--- src/asrc_defs.vh ---
`ifndef ASRC_DEFS_VH
`define ASRC_DEFS_VH

// ---------------------------------------------------------------
// Geometry
// ---------------------------------------------------------------
`define ASRC_ADDR_W 19
`define ASRC_DATA_W 8

// ---------------------------------------------------------------
// Timing, slowest grade, in ns and ms
// ---------------------------------------------------------------
`define ASRC_CLK_NS 25
`define ASRC_T_ACC_NS 100
`define ASRC_T_GATE_NS 50
`define ASRC_T_WP_NS 80
`define ASRC_T_DSU_NS 35
`define ASRC_T_DIS_NS 35
`define ASRC_T_REC_MS 5
// Least times round up to whole cycles.
`define ASRC_CYC_UP(ns) (((ns) + `ASRC_CLK_NS - 1) / `ASRC_CLK_NS)
`define ASRC_ACC_CYC `ASRC_CYC_UP(`ASRC_T_ACC_NS)
`define ASRC_WP_CYC `ASRC_CYC_UP(`ASRC_T_WP_NS)
`define ASRC_DIS_CYC `ASRC_CYC_UP(`ASRC_T_DIS_NS)
`define ASRC_REC_CYC ((`ASRC_T_REC_MS * 1000000 + `ASRC_CLK_NS - 1) / `ASRC_CLK_NS)

`endif

--- src/asrc_wait_timer.v ---
`timescale 1ns/1ps
`default_nettype none
// ---------------------------------------------------------------
// Down-counter: load a count, done pulses high when it reaches one.
// ---------------------------------------------------------------
module asrc_wait_timer #(
  parameter CNT_W = 18
) (
  input wire core_clk,
  input wire sys_rst,
  input wire load,
  input wire [CNT_W-1:0] load_val,
  output wire busy,
  output wire done
);
  reg [CNT_W-1:0] cnt_q;

  // Counting stops at zero so an idle timer draws no toggles.
  always @(posedge core_clk) begin
    if (sys_rst) begin
      cnt_q <= {CNT_W{1'b0}};
    end else if (load) begin
      cnt_q <= load_val;
    end else if (cnt_q != {CNT_W{1'b0}}) begin
      cnt_q <= cnt_q - {{(CNT_W-1){1'b0}}, 1'b1};
    end
  end

  assign busy = (cnt_q != {CNT_W{1'b0}});
  assign done = (cnt_q == {{(CNT_W-1){1'b0}}, 1'b1});
endmodule // asrc_wait_timer
`default_nettype wire

--- src/asrc_host.v ---
`timescale 1ns/1ps
`default_nettype none
`include "asrc_defs.vh"
// ---------------------------------------------------------------
// Host controller for the 512K x 8 asynchronous static memory.
// One request at a time: req_valid with req_write, req_addr and
// req_wdata; answered by a one-cycle done pulse with read data.
// Reset counts as a supply return, so the first access waits out the recovery time.
// ---------------------------------------------------------------
module asrc_host #(
  parameter ADDR_W = `ASRC_ADDR_W,
  parameter DATA_W = `ASRC_DATA_W,
  parameter ACC_CYC = `ASRC_ACC_CYC,
  parameter WP_CYC = `ASRC_WP_CYC,
  parameter DIS_CYC = `ASRC_DIS_CYC,
  parameter REC_CYC = `ASRC_REC_CYC
) (
  input wire core_clk,
  input wire sys_rst,
  input wire req_valid,
  input wire req_write,
  input wire [ADDR_W-1:0] req_addr,
  input wire [DATA_W-1:0] req_wdata,
  input wire power_down,
  output reg req_ready,
  output reg resp_done,
  output reg [DATA_W-1:0] resp_rdata,
  output reg [ADDR_W-1:0] mem_addr,
  output reg chip_enable_low,
  output reg store_strobe,
  output reg drive_gate,
  input wire [DATA_W-1:0] io_bus_in,
  output reg [DATA_W-1:0] io_bus_out,
  output reg io_bus_oe_n
);
  localparam CNT_W = 18;
  localparam [2:0] ST_RECOVER = 3'h0;
  localparam [2:0] ST_IDLE = 3'h1;
  localparam [2:0] ST_RD = 3'h2;
  localparam [2:0] ST_WR = 3'h3;
  localparam [2:0] ST_TURN = 3'h4;
  localparam [2:0] ST_SLEEP = 3'h5;

  reg [2:0] state_q;
  reg [2:0] state_d;
  reg tmr_load;
  reg [CNT_W-1:0] tmr_val;
  wire tmr_busy;
  wire tmr_done;
  wire take_wr;
  wire take_rd;
  wire wr_end;
  wire rd_end;
  wire turn_end;
  wire asleep;

  // Width-safe conversion of a cycle count to the timer load.
  function [CNT_W-1:0] cyc;
    input integer n;
    begin
      cyc = n[CNT_W-1:0];
    end
  endfunction

  asrc_wait_timer #(
    .CNT_W(CNT_W)
  ) u_timer (
    .core_clk(core_clk),
    .sys_rst(sys_rst),
    .load(tmr_load),
    .load_val(tmr_val),
    .busy(tmr_busy),
    .done(tmr_done)
  );

  // ---------------------------------------------------------------
  // Step decodes
  // ---------------------------------------------------------------
  // A request is taken on the edge that leaves idle; the pins move on
  // that same edge, so the device sees address and controls together.
  assign take_wr = (state_q == ST_IDLE) && (state_d == ST_WR);
  assign take_rd = (state_q == ST_IDLE) && (state_d == ST_RD);
  // Each access ends on the timer's last count, never on a free edge.
  assign wr_end = (state_q == ST_WR) && tmr_done;
  assign rd_end = (state_q == ST_RD) && tmr_done;
  assign turn_end = (state_q == ST_TURN) && tmr_done;
  // Sleep and recovery hold the memory deselected throughout.
  assign asleep = (state_q == ST_SLEEP) || (state_q == ST_RECOVER);

  // ---------------------------------------------------------------
  // Sequencing
  // ---------------------------------------------------------------
  // Cycle plan, counted from the take edge c0 at 25 ns a cycle:
  //   read:  c0 enable and gate fall; c4 data taken, both rise;
  //          c6 idle again, so the device has let go of the bus.
  //   write: c0 enable, strobe and host drive start; c4 strobe rises
  //          and the byte is stored; c5 enable and host drive end.
  // A faster part only wastes cycles; counts follow the slowest grade
  // so that any fitted part is served.
  // Next state and timer loads; every wait is a timer expiry.
  always @* begin
    state_d = state_q;
    tmr_load = 1'b0;
    tmr_val = {CNT_W{1'b0}};
    case (state_q)
      ST_RECOVER: begin
        if (!tmr_busy) begin
          state_d = ST_IDLE;
        end
      end
      ST_IDLE: begin
        if (power_down) begin
          state_d = ST_SLEEP;
        end else if (req_valid) begin
          tmr_load = 1'b1;
          if (req_write) begin
            state_d = ST_WR;
            tmr_val = cyc(WP_CYC);
          end else begin
            state_d = ST_RD;
            tmr_val = cyc(ACC_CYC);
          end
        end
      end
      ST_RD: begin
        if (tmr_done) begin
          state_d = ST_TURN;
          tmr_load = 1'b1;
          tmr_val = cyc(DIS_CYC);
        end
      end
      ST_WR: begin
        if (tmr_done) begin
          state_d = ST_TURN;
          tmr_load = 1'b1;
          tmr_val = cyc(1);
        end
      end
      ST_TURN: begin
        if (tmr_done) begin
          state_d = ST_IDLE;
        end
      end
      ST_SLEEP: begin
        if (!power_down) begin
          state_d = ST_RECOVER;
          tmr_load = 1'b1;
          tmr_val = cyc(REC_CYC);
        end
      end
      default: begin
        state_d = ST_RECOVER;
      end
    endcase
  end

  always @(posedge core_clk) begin
    if (sys_rst) begin
      state_q <= ST_SLEEP;
    end else begin
      state_q <= state_d;
    end
  end

  // ---------------------------------------------------------------
  // Pin drive
  // ---------------------------------------------------------------
  // All pins are registered; address and data stay put for the whole
  // access so the strobe edge never races them.
  always @(posedge core_clk) begin
    if (sys_rst) begin
      mem_addr <= {ADDR_W{1'b0}};
      chip_enable_low <= 1'b1;
      store_strobe <= 1'b1;
      drive_gate <= 1'b1;
      io_bus_out <= {DATA_W{1'b0}};
      io_bus_oe_n <= 1'b1;
      req_ready <= 1'b0;
      resp_done <= 1'b0;
      resp_rdata <= {DATA_W{1'b0}};
    end else begin
      resp_done <= 1'b0;
      req_ready <= (state_d == ST_IDLE) && !power_down;
      if (take_wr) begin
        // Strobe falls together with enable while gate stays high, so the device never drives.
        mem_addr <= req_addr;
        io_bus_out <= req_wdata;
        io_bus_oe_n <= 1'b0;
        drive_gate <= 1'b1;
        chip_enable_low <= 1'b0;
        store_strobe <= 1'b0;
      end else if (take_rd) begin
        mem_addr <= req_addr;
        io_bus_oe_n <= 1'b1;
        chip_enable_low <= 1'b0;
        store_strobe <= 1'b1;
        drive_gate <= 1'b0;
      end else if (wr_end) begin
        // Strobe rises first and ends the overlap; data held one more cycle.
        store_strobe <= 1'b1;
      end else if (rd_end) begin
        // Data is taken on the edge that also lifts enable, after a full access time.
        resp_rdata <= io_bus_in;
        resp_done <= 1'b1;
        chip_enable_low <= 1'b1;
        drive_gate <= 1'b1;
      end else if (turn_end) begin
        // Only a write answers here; a read has already answered.
        chip_enable_low <= 1'b1;
        io_bus_oe_n <= 1'b1;
        if (store_strobe && !io_bus_oe_n) begin
          resp_done <= 1'b1;
        end
      end else if (asleep) begin
        chip_enable_low <= 1'b1;
        store_strobe <= 1'b1;
        drive_gate <= 1'b1;
        io_bus_oe_n <= 1'b1;
      end
    end
  end
endmodule // asrc_host
`default_nettype wire

--- config.mk ---
export PLATFORM = sky130hd
export DESIGN_NAME = asrc_host
export DESIGN_NICKNAME = d
export VERILOG_FILES = /design/src/asrc_wait_timer.v /design/src/asrc_host.v
export VERILOG_INCLUDE_DIRS = /design/src
export SDC_FILE = /design/constraint.sdc
export NUM_CORES = 1
export LEC_CHECK = 0
export BUFFER_PORTS_ARGS = -buffer_cell sky130_fd_sc_hd__buf_2
export CORE_MARGIN = 2
export CORE_UTILIZATION = 35
export CTS_CLUSTER_SIZE = 12
export DETAILED_ROUTE_END_ITERATION = 8
export PLACE_DENSITY = 0.67
export SYNTH_ARGS = -nofsm -noshare
export SYNTH_HDL_FRONTEND = slang
export SYNTH_HIERARCHICAL = 1
export SYNTH_SLANG_ARGS = --single-unit
--- constraint.sdc ---
create_clock -name core_clk -period 2.55 [get_ports core_clk]
set_input_delay 0.51 -clock core_clk [delete_from_list [all_inputs] [get_ports core_clk]]
set_output_delay 0.51 -clock core_clk [all_outputs]
set_load 0.05 [all_outputs]
# --- After elaboration in Yosys (flattened, before gate mapping) ---
# Cells that the tools add are included.
op_classes:
  n_reduce_logical: 26
  eq_ne: 15
  bitwise_logic: 3
  mux: 44
  addsub: 1
op_table:
  columns: ["cell", "n"]
  rows:
  - ["$pmux 18 s4", 1]
  - ["$mux 18", 3]
  - ["$mux 19", 2]
  - ["$mux 1", 27]
  - ["$mux 3", 8]
  - ["$eq 18x1->1 const B", 1]
  - ["$reduce_bool 18->1", 1]
  - ["$sub 18x1->18 const B", 1]
  - ["$pmux 3 s5", 1]
  - ["$eq 3x2->1 const B", 4]
  - ["$ne 3x3->1 const B", 3]
  - ["$reduce_and 3->1", 3]
  - ["$ne 4x4->1 const B", 2]
  - ["$reduce_bool 4->1", 2]
  - ["$logic_and 1x1->1", 7]
  - ["$eq 3x1->1 const B", 2]
  - ["$eq 3x3->1 const B", 2]
  - ["$reduce_bool 5->1", 1]
  - ["$reduce_and 4->1", 1]
  - ["$reduce_bool 2->1", 2]
  - ["$reduce_or 2->1", 2]
  - ["$reduce_or 4->1", 1]
  - ["$logic_not 3->1", 1]
  - ["$not 1->1", 3]
  - ["other kinds (7)", 8]
word_totals:
  word_cells: 100
  inputBits: 40
  reg_bits: 62

# --- Logic depth before layout (Yosys ltp) ---
# Gate-level depths: netlist (run 1).
depth:
  depth_word: 8
  ltp_mapped: 11
  mapped_depth_nobuf: 10

# --- Modules after synthesis ---
# The synthesis (run 1) kept the hierarchy.
by_module_without_submodules:
  columns: ["mod", "seq_area_each_um2", "area_each_um2", "instances", "cells_per_inst"]
  rows:
  - ["asrc_host", 880.8, 1739.2, 1, 207]
  - ["asrc_wait_timer", 360.3, 1197.4, 1, 134]

# --- Worst setup path before layout (run 1) ---
# No wires, ideal clock.
synth_path:
  path_kind: "reg2reg"
  startpoint: "register u_timer.cnt_q[9]"
  endpoint: "register u_timer.cnt_q[7]"
  path_stages_with_launch: 11
  arrival_time_ps: 2453
  setup_slack_ps: -6
  setup_time_ps: 103
  required_ps: 2447
  n_path_buf: 3
  period_less_slack_ps: 2556
  cell_sequence: "dfxtp_1 -> buf_6 -> nor4_4 -> nand3_2 -> buf_6 -> nor3_1 -> nand3b_1 -> o21ai_0 -> clkbuf_1 -> nor3_1 -> a2111oi_2"
synth_via:
  elab_chain_len: 4
  elab_cells_between_ends: 6
  cone_classes: "1 x eq/ne; 3 x mux; 2 x reduce/logical"
synth_rtl:
  columns: ["element", "line_no", "text"]
  rows:
  - ["start: declaration", "asrc_wait_timer.v:16", "reg [CNT_W-1:0] cnt_q;"]
  - ["start signal: assignment", "asrc_wait_timer.v:21", "cnt_q <= {CNT_W{1'b0}};"]
  - ["start signal: assignment", "asrc_wait_timer.v:23", "cnt_q <= load_val;"]
  - ["start signal: assignment", "asrc_wait_timer.v:25", "cnt_q <= cnt_q - {{(CNT_W-1){1'b0}}, 1'b1};"]
  - ["$eq 18x1->1 (*)", "asrc_wait_timer.v:30", "assign done = (cnt_q == {{(CNT_W-1){1'b0}}, 1'b1});"]
  - ["net tmr_done", "asrc_host.v:49", "wire tmr_done;"]
  - ["$mux 1 (*)", "asrc_host.v:126, asrc_host.v:133", null]
  - ["$pmux 1 s3 (*)", "asrc_host.v:105", "case (state_q)"]
  - ["net tmr_load", "asrc_host.v:46", "reg tmr_load;"]
  - ["$mux 18 / $reduce_bool 2->1 (equally long branches)", null, null]
# The timed path passes the listed nets; every way through them passes the cells marked *.
# A chain may end at the register's enable or synchronous reset.

# --- Worst setup path in the final report (run 1) ---
layout_path:
  startpoint: "register u_timer.cnt_q[8]"
  endpoint: "register u_timer.cnt_q[13]"
# The elaborated chain is that of the path after synthesis.

==> results.cfg, run 1 <==
[status]
status = completed

[clock_tree]
cts-buffers-inserted = 9
clock-sinks = 62
holdBufCountCts = 0
cts-htree-levels = 3
cts.clk_slew.worst_paths_ns = 0.07
cts_tree = built
clk_path_buf_depth = 2
root_buffer = clkbuf_8
clk-insertion-delay-late_ns = 0.33

[layout]
nets = 474
postLayoutCellArea_mm2 = 0.00370
finalNonFillerCells = 542
drive_above_1_share_pct = 30.4
area_delta_synth_final_pct = 25.9
insertedDiodeCount = 0

[placed_design]
post-place-ws_ns = 0.273
finalWeightedCongestion = 0.839
port_buffers = 80
dp_hpwl_um = 5050
placed_area_mm2 = 0.00346
place_inst = 526

[pwr]
leakage_nw = 1.58
ir_drop_uv = 343
power.density_mw_per_mm2 = 854

[worst_setup_path]
required_ns = 2.76
cp-start-kind = flop
ff2ff_path_depth = 9
worst-path-max-fanout = 11
reg2reg_from = u_timer/cnt_q[8]
cp.arrival_ns = 2.52
critPathKind = flop to flop
crit_path_end_kind = flop
reg2reg_to = u_timer/cnt_q[13]
reg2reg_slack_ns = 0.24

[sta]
drv_slew = 0
rsz0062_at_grt = no
setup_ws_ns = 0.243
relSlewSlack_pct = 56.1
fin_skew_ns = 0.00914
setup_viol = 0
tightest_slew_ns = 0.659
finalCritPeriodShare_pct = 90.5
hold_viol = 0
tns_ns = 0
max_freq_mhz = 433
period_minus_slack_ns = 2.31

[min_path]
hold_path_class = input port to flop
holdPathEnd = mem_addr[15]
hold_depth = 3
min_from = req_addr[15]

[synthesis]
synthAdderAreaFrac_pct = 0.852
synth_compound_area_share_pct = 18.5
synth_edf_count = 0
synth_top_family_by_area = simple AND/OR/NAND/NOR gates
synthSimpleGateAreaFrac_pct = 26.6
async_flop_share_pct = 0
synth_seq_area_share_pct = 42.3
synth_ff_type = dfxtp_1
synth_cell_types = 62
yosysWarningCount = 6
synth_xor_area_share_pct = 2.98
syn_avg_cell_area_um2 = 8.61
netlist_area_mm2 = 0.00294
synth_seq_cells = 62
muxShareOfSynthArea_pct = 3.07
syn_inst = 341

[die]
start_util_pct = 35.9
coreArea_mm2 = 0.00818
row_count = 33
die_w_um = 95.6
boundaryPins = 81
die-area_mm2 = 0.00914
die_h_um = 95.6

[run]
max_cap_viol_count = 0

[grt]
grt_pass1_vias = 2445
grt_max_degree = 38
grt_usage_pct = 15.8
grt_pass1_wl_um = 11400
grt-ovfl-total = 0
antenna_found_initial = 0

[route]
drc_errors = 0
viasPerCell = 4.98
drt_iter0_markers = 149
final_antenna_net_count = 0
drt_wl_total_um = 7060
wl_per_cell_um = 13.0
vias = 2698
first_pass_iters = 4
==> report_power, final <==
| part | switching, mW | total (mW) | leakage (nW) | internal (mW) |
|---|---|---|---|---|
| clock | 0.387 | 0.991 | 0.116 | 0.604 |
| combinational | 0.536 | 0.943 | 0.964 | 0.407 |
| sequential | 0.157 | 1.22 | 0.505 | 1.07 |
==> cell type report <==
cell class | instances | area (um2)
clock inverter | 5 | 81.3
fill | 814 | 4480
inverter | 11 | 41.3
clock buffer | 11 | 151
tap | 105 | 131
multi-input combinational | 257 | 1570
timing repair buffer | 91 | 483
sequential | 62 | 1240
==> cell usage after synthesis, types with 2 or more instances <==
master     count  area [um2]
buf_4          2        15.0
a211oi_1       2        15.0
nor4b_2        2        30.0
nand3_2        2        20.0
nand2b_1       4        25.0
inv_1          6        22.5
o31ai_1        4        30.0
a2111oi_2      4        60.1
ha_1           2        25.0
inv_2          5        18.8
a22oi_2        2        25.0
nor4_4         3        63.8
o22ai_1        3        18.8
o211ai_1       2        15.0
nor2_1        24        90.1
xor2_1         8        70.1
nand4_1        4        25.0
a31oi_1        2        12.5
nor2b_1        3        18.8
buf_6          4        45.0
buf_2          3        15.0
or3_1          4        25.0
dfxtp_1       62        1240
mux2i_1        9        90.1
o21bai_1       2        15.0
nand2_1       75         282
o21ai_0        8        40.0
nand3_1        3        15.0
o41a_1         2        22.5
a21oi_1       33         165
nor3_1        10        50.1
clkbuf_1       9        33.8
xnor2_1        2        17.5
nand3b_1       3        22.5
==> how the worst max path moves through the flow <==
stage | start | end | slack, ns | depth (start not counted)
3_5_place_dp | u_timer/cnt_q[8] | u_timer/cnt_q[6] | 0.27 | 8
5_1_grt | u_timer/cnt_q[8] | u_timer/cnt_q[13] | 0.02 | 9
3_3_place_gp | u_timer/cnt_q[8] | u_timer/cnt_q[5] | 0.37 | 8
6_report | u_timer/cnt_q[8] | u_timer/cnt_q[13] | 0.24 | 9
4_1_cts | u_timer/cnt_q[8] | u_timer/cnt_q[5] | 0.26 | 8
2_1_floorplan | u_timer/cnt_q[9] | u_timer/cnt_q[7] | 0.15 | 10
==> state kept, by name, summed over array words and instances (netlist names) <==
| name | count |
|---|---|
| u_timer/cnt_q | 18 |
| resp_done | 1 |
| io_bus_out | 8 |
| store_strobe | 1 |
| chip_enable_low | 1 |
| resp_rdata | 8 |
| state_q | 3 |
| mem_addr | 19 |
| io_bus_oe_n | 1 |
| drive_gate | 1 |
| req_ready | 1 |
==> through the flow <==
step / hold WS, ns / power, mW / util (%)
4_1_cts: 0.394 / 3.17 / 45.2
2_1_floorplan: 0.476 / 1.97 / -
3_5_place_dp: 0.444 / 2.17 / 42.4
6_report: 0.407 / 3.16 / 45.2
3_3_place_gp: 0.439 / 2.15 / 42.4
5_1_grt: 0.401 / 3.34 / 45.2
==> cells by family after synthesis <==
family	Yosys count
AO/OA/AOI/OAI	78
XOR/XNOR	10
adder cells (fa/ha/maj)	2
buffers and inverters	30
flip-flops	62
multiplexers	9
other	1
AND/OR/NAND/NOR	149
==> critical path, cell delays in order, from the launching register on <==
cell,delay (ns)
dfxtp_1,0.40
nor4_4,0.37
nand3_2,0.13
nor3_2,0.23
nand3b_1,0.12
o21ai_0,0.22
buf_4,0.28
nor2_1,0.11
o21ai_2,0.19
o21ai_0,0.14
==> layer usage <==
layer  vias to the layer above  wire length, um  global-route usage (%)
li1                       1368                -                       -
met4                         0               94                    7.26
met5                         -                0                       0
met2                        61             3460                    25.5
met1                      1261             3190                    19.9
met3                         8              313                    3.79
==> timing repair <==
action / 4_1_cts / 5_1_grt
buffers inserted: 0 / 0
endpoints found under the hold margin: 0 / 0
setup endpoints to repair: 0 / 2
resized for setup: 0 / 1
==> cells in the final DEF (no fill, tap or decap), types with 8 or more instances in the layout <==
cell type / Yosys / routed
nand2_1: 75 / 75
o21ai_0: 8 / 8
a21oi_1: 33 / 33
dfxtp_1: 62 / 62
mux2i_1: 9 / 9
buf_4: 2 / 11
conb_1: 1 / 9
buf_2: 3 / 80
nor3_1: 10 / 9
nor2_1: 24 / 24
clkbuf_8: 1 / 11
xor2_1: 8 / 8
(Power assumes the default switching activity.)
==> inputs of run 2 (changes only) <==
- GPL_TIMING_DRIVEN: not set -> 0
==> run 2 against run 1 <==
Compared with the run above: die area unchanged; wire length is 5.3% higher; critical path depth unchanged; utilization is 0.80 points higher.
==> results.cfg, run 2 (same netlist as run 1, synthesis figures left out) <==
[min_path]
hold_path_class = input port to flop
min_from = req_addr[14]

[route]
final_antenna_net_count = 0
drt_iter0_markers = 111
first_pass_iters = 4
drc_errors = 0
vias = 2719
viasPerCell = 4.91
drt_wl_total_um = 7440
wl_per_cell_um = 13.4

[die]
coreArea_mm2 = 0.00818
die-area_mm2 = 0.00914
die_h_um = 95.6
boundaryPins = 81
die_w_um = 95.6
start_util_pct = 35.9
row_count = 33

[grt]
antenna_found_initial = 0
grt_usage_pct = 16.9
grt_max_degree = 13
grt_pass1_vias = 2512
grt_pass1_wl_um = 12000
grt-ovfl-total = 0

[status]
status = completed

[placed_design]
finalWeightedCongestion = 0.876
dp_hpwl_um = 5430
placed_area_mm2 = 0.00350
place_inst = 534
port_buffers = 80

[layout]
utilization_pct = 46.0
area_delta_synth_final_pct = 28.1
top_register = mem_addr
largest_reg_flops = 19
drive_above_1_share_pct = 31.2
nets = 486
postLayoutCellArea_mm2 = 0.00376
top_regs = mem_addr (19), u_timer/cnt_q (18)
finalNonFillerCells = 554
seq_area_mm2 = 0.00124
layout_commonest_cell = buf_2
n_fill_cell = 827
multiInputGateArea_mm2 = 0.00158
insertedDiodeCount = 0
layout_common_cells = buf_2 (84), nand2_1 (74), dfxtp_1 (61), a21oi_1 (33), nor2_1 (24)

[worst_setup_path]
cp-start-kind = flop
startpoint = u_timer/cnt_q[15]
required_ns = 2.81
worst-path-max-fanout = 10
path_buf_inv = 2
cp.arrival_ns = 2.66
crit_slowest_cell = dfxtp_1
crit_path_end_kind = flop
path_cells = nor4_4, nand3_2, buf_6, nor3_4, nand3b_1, o21ai_2, clkbuf_4, nor3_1, a2111oi_2
cpPeakStageDelay_ns = 0.37
critPathKind = flop to flop
reg2reg_slack_ns = 0.15
crit_family = simple AND/OR/NAND/NOR gates
reg2reg_from = u_timer/cnt_q[15]

[pwr]
total_power_mw = 3.10
p_int_mw = 1.98
leakage_nw = 1.62
swShare_pct = 36.2
comb_power_share_pct = 31.8
p_sw_mw = 1.12
power.density_mw_per_mm2 = 824
ir_drop_uv = 333
clkPwrFrac_pct = 29.2
seqPwrFrac_pct = 39.0

[sta]
finalCritPeriodShare_pct = 94.0
fin_skew_ns = 0.0186
drv_slew = 0
max_freq_mhz = 417
rsz0062_at_grt = no
hold_viol = 0
whs_ns = 0.395
period_minus_slack_ns = 2.40
tightest_slew_ns = 0.869
setup_viol = 0
relSlewSlack_pct = 41.7

[clock_tree]
holdBufCountCts = 0
cts_tree = built
clock-sinks = 62
root_buffer = clkbuf_8
cts-htree-levels = 3
clk_path_buf_depth = 2
cts.clk_slew.worst_paths_ns = 0.09
clk-insertion-delay-late_ns = 0.36
cts-buffers-inserted = 9

[run]
max_cap_viol_count = 0
run 2: cell types whose count changed in the layout (fill, tap and decap cells not counted), moves of 2 or more:
cell	previous run	this run
clkbuf_1	0	7
buf_4	11	6
buf_2	80	84
buf_6	0	4
inv_2	6	4
inv_6	0	2
run 2: final timing paths:
path / end / depth (start not counted)
min reg2reg: mem_addr[2] / 2
min: mem_addr[14] / 3
max reg2reg: u_timer/cnt_q[7] / 9
max: u_timer/cnt_q[7] / 9
run 2: per-stage QoR:
stage	setup TNS, ns	setup slack, ns
after floorplan	0	0.152
after global placement	-2.02	-0.295
after detailed placement	-2.73	-0.357
after CTS	0	0.0339
after global routing	0	0.00853
final	0	0.153
run 2: per-layer routing:
metal	GRT usage (%)	vias to the layer above	part of all wire (%)
li1	-	1395	-
met1	21.4	1248	44
met2	27.3	70	49
met3	5.45	6	5.6
met4	5.48	0	1.3
met5	0	-	0
run 2: power groups by stage:
stage	Clock, mW	Sequential, mW	Combinational [mW]
after floorplan	0	1.25	0.724
after global placement	0	1.22	0.932
after detailed placement	0	1.23	0.951
after CTS	0.929	1.21	0.970
after global routing	0.975	1.22	1.08
final	0.904	1.21	0.985
run 2: worst reg2reg max path, cell delays in order (launching register included):
cell and delay, ns:
dfxtp_1 0.37, nor4_4 0.38, nand3_2 0.15, buf_6 0.18
nor3_4 0.25, nand3b_1 0.14, o21ai_2 0.15, clkbuf_4 0.30
nor3_1 0.09, a2111oi_2 0.31
run 2: cell type report:
| cell class | instances | area share, % |
|---|---|---|
| multi-input combinational | 257 | 42.0 |
| tap | 105 | 3.49 |
| clock buffer | 10 | 3.66 |
| sequential | 62 | 33.0 |
| clock inverter | 6 | 1.83 |
| inverter | 11 | 1.16 |
| buffer | 19 | 3.39 |
| timing repair buffer | 84 | 11.4 |
run 2: repair_timing:
item / CTS / global route
buffers inserted: 0 / 4
endpoints found under the setup margin: 14 / 12
gates resized for setup: 5 / 6
pin swaps: 0 / 2
==> inputs of run 3 (changes only) <==
- MAX_ROUTING_LAYER: not set -> met4
==> run 3 against run 2 <==
Compared with the run above: combinational power up 4%; largest cell class unchanged; count of clock-buffer cells in the layout up 2; worst hold slack better by 0.016 ns; via count up 1.9%; clock skew down 0.0097 ns; cell area up 0.53%; sequential power about the same; utilization up 0.24 points; sequential share of layout area down 0.21 points.
==> results.cfg, run 3 (same netlist as run 1, synthesis figures left out) <==
[worst_setup_path]
path_buf_inv = 4
crit_path_end_kind = flop
crit_family = simple AND/OR/NAND/NOR gates
cpPeakStageDelay_ns = 0.33
crit_slowest_cell = nor4_4
critPathKind = flop to flop
cp-start-kind = flop
worst-path-max-fanout = 10
cp.arrival_ns = 2.67
path_cells = buf_6, nor4_4, nand3_2, buf_6, nor3_4, buf_4, and3b_1, nand2_1, inv_4, nand2_1, a21oi_1
required_ns = 2.81

[placed_design]
place_inst = 534
port_buffers = 80
dp_hpwl_um = 5420
finalWeightedCongestion = 0.871
post-place-ws_ns = -0.318
placed_area_mm2 = 0.00350

[grt]
grt_max_degree = 11
grt_pass1_wl_um = 11800
antenna_found_initial = 0
grt_pass1_vias = 2534
grt_usage_pct = 16.9
grt-ovfl-total = 0

[layout]
nets = 489
top_regs = mem_addr (19), u_timer/cnt_q (18)
largest_reg_flops = 19
drive_above_1_share_pct = 31.0
finalNonFillerCells = 557
layout_commonest_cell = buf_2
area_delta_synth_final_pct = 28.8
top_register = mem_addr
layout_common_cells = buf_2 (84), nand2_1 (75), dfxtp_1 (62), a21oi_1 (33), nor2_1 (24)
insertedDiodeCount = 0
postLayoutCellArea_mm2 = 0.00378

[sta]
setup_ws_ns = 0.134
fin_skew_ns = 0.00886
tns_ns = 0
relSlewSlack_pct = 41.9
hold_viol = 0
tightest_slew_ns = 0.864
finalCritPeriodShare_pct = 94.8
setup_viol = 0
period_minus_slack_ns = 2.42
max_freq_mhz = 414
drv_slew = 0

[route]
first_pass_iters = 4
dr_wl_met2_um = 3680
wl_per_cell_um = 13.3
drc_errors = 0
highest_layer = met4
final_antenna_net_count = 0
wl_met1_um = 3240
routed-wl-met3_um = 390
vias = 2770
drt_iter0_markers = 119
drt_wl_total_um = 7400
viasPerCell = 4.97

[pwr]
total_power_mw = 3.10
power.density_mw_per_mm2 = 821
ir_drop_uv = 353
leakage_nw = 1.64

[die]
start_util_pct = 35.9
row_count = 33
die_w_um = 95.6
die-area_mm2 = 0.00914
coreArea_mm2 = 0.00818
die_h_um = 95.6
boundaryPins = 81

[clock_tree]
cts-htree-levels = 3
clk_path_buf_depth = 2
cts-buffers-inserted = 9
clock-sinks = 62
clk-insertion-delay-late_ns = 0.33
holdBufCountCts = 0
root_buffer = clkbuf_8
cts.clk_slew.worst_paths_ns = 0.06
cts_tree = built

[status]
status = completed

[min_path]
hold_path_class = input port to flop

[run]
max_cap_viol_count = 0
run 3: path summary, 6_finish.rpt:
check	from	to	slack (ns)	cells past startpoint
max	u_timer/cnt_q[9]	resp_rdata[3]	0.13	11
max reg2reg	u_timer/cnt_q[9]	resp_rdata[3]	0.13	11
min reg2reg	mem_addr[2]	mem_addr[2]	0.45	2
min	req_wdata[1]	io_bus_out[1]	0.41	3
run 3: tightest hold or removal path, cell delays in order:
cell and delay [ns]:
buf_2 0.07, mux2i_1 0.05, nor2_1 0.07
run 3: per-stage QoR:
stage / hold WS, ns / util (%)
2_1_floorplan: 0.476 / -
3_3_place_gp: 0.440 / 42.9
5_1_grt: 0.405 / 46.3
3_5_place_dp: 0.447 / 42.9
4_1_cts: 0.394 / 45.5
6_report: 0.411 / 46.3
run 3: final cells by class:
type	count	area, um2
fill	818	4390
multi-input combinational	257	1580
sequential	62	1240
timing repair buffer	87	453
clock buffer	12	155
tap	105	131
buffer	19	128
clock inverter	4	45.0
inverter	11	43.8
run 3: repair_timing:
action,CTS,global route
setup buffers,0,7
pin swaps,0,4
resized for setup,5,5
endpoints found under the setup margin,12,11
run 3: metal layers:
metal  global-route usage [%]  vias to the layer above
met3                     3.79                        8
li1                         -                     1399
met1                     21.0                     1293
met5                        -                        -
met4                     6.43                        0
met2                     26.9                       70
run 3: report_power, final:
| group | leakage [nW] | total, mW | switching [mW] | internal (mW) |
|---|---|---|---|---|
| Combinational | 1.02 | 1.02 | 0.568 | 0.453 |
| Sequential | 0.505 | 1.21 | 0.142 | 1.07 |
| Clock | 0.106 | 0.874 | 0.374 | 0.500 |
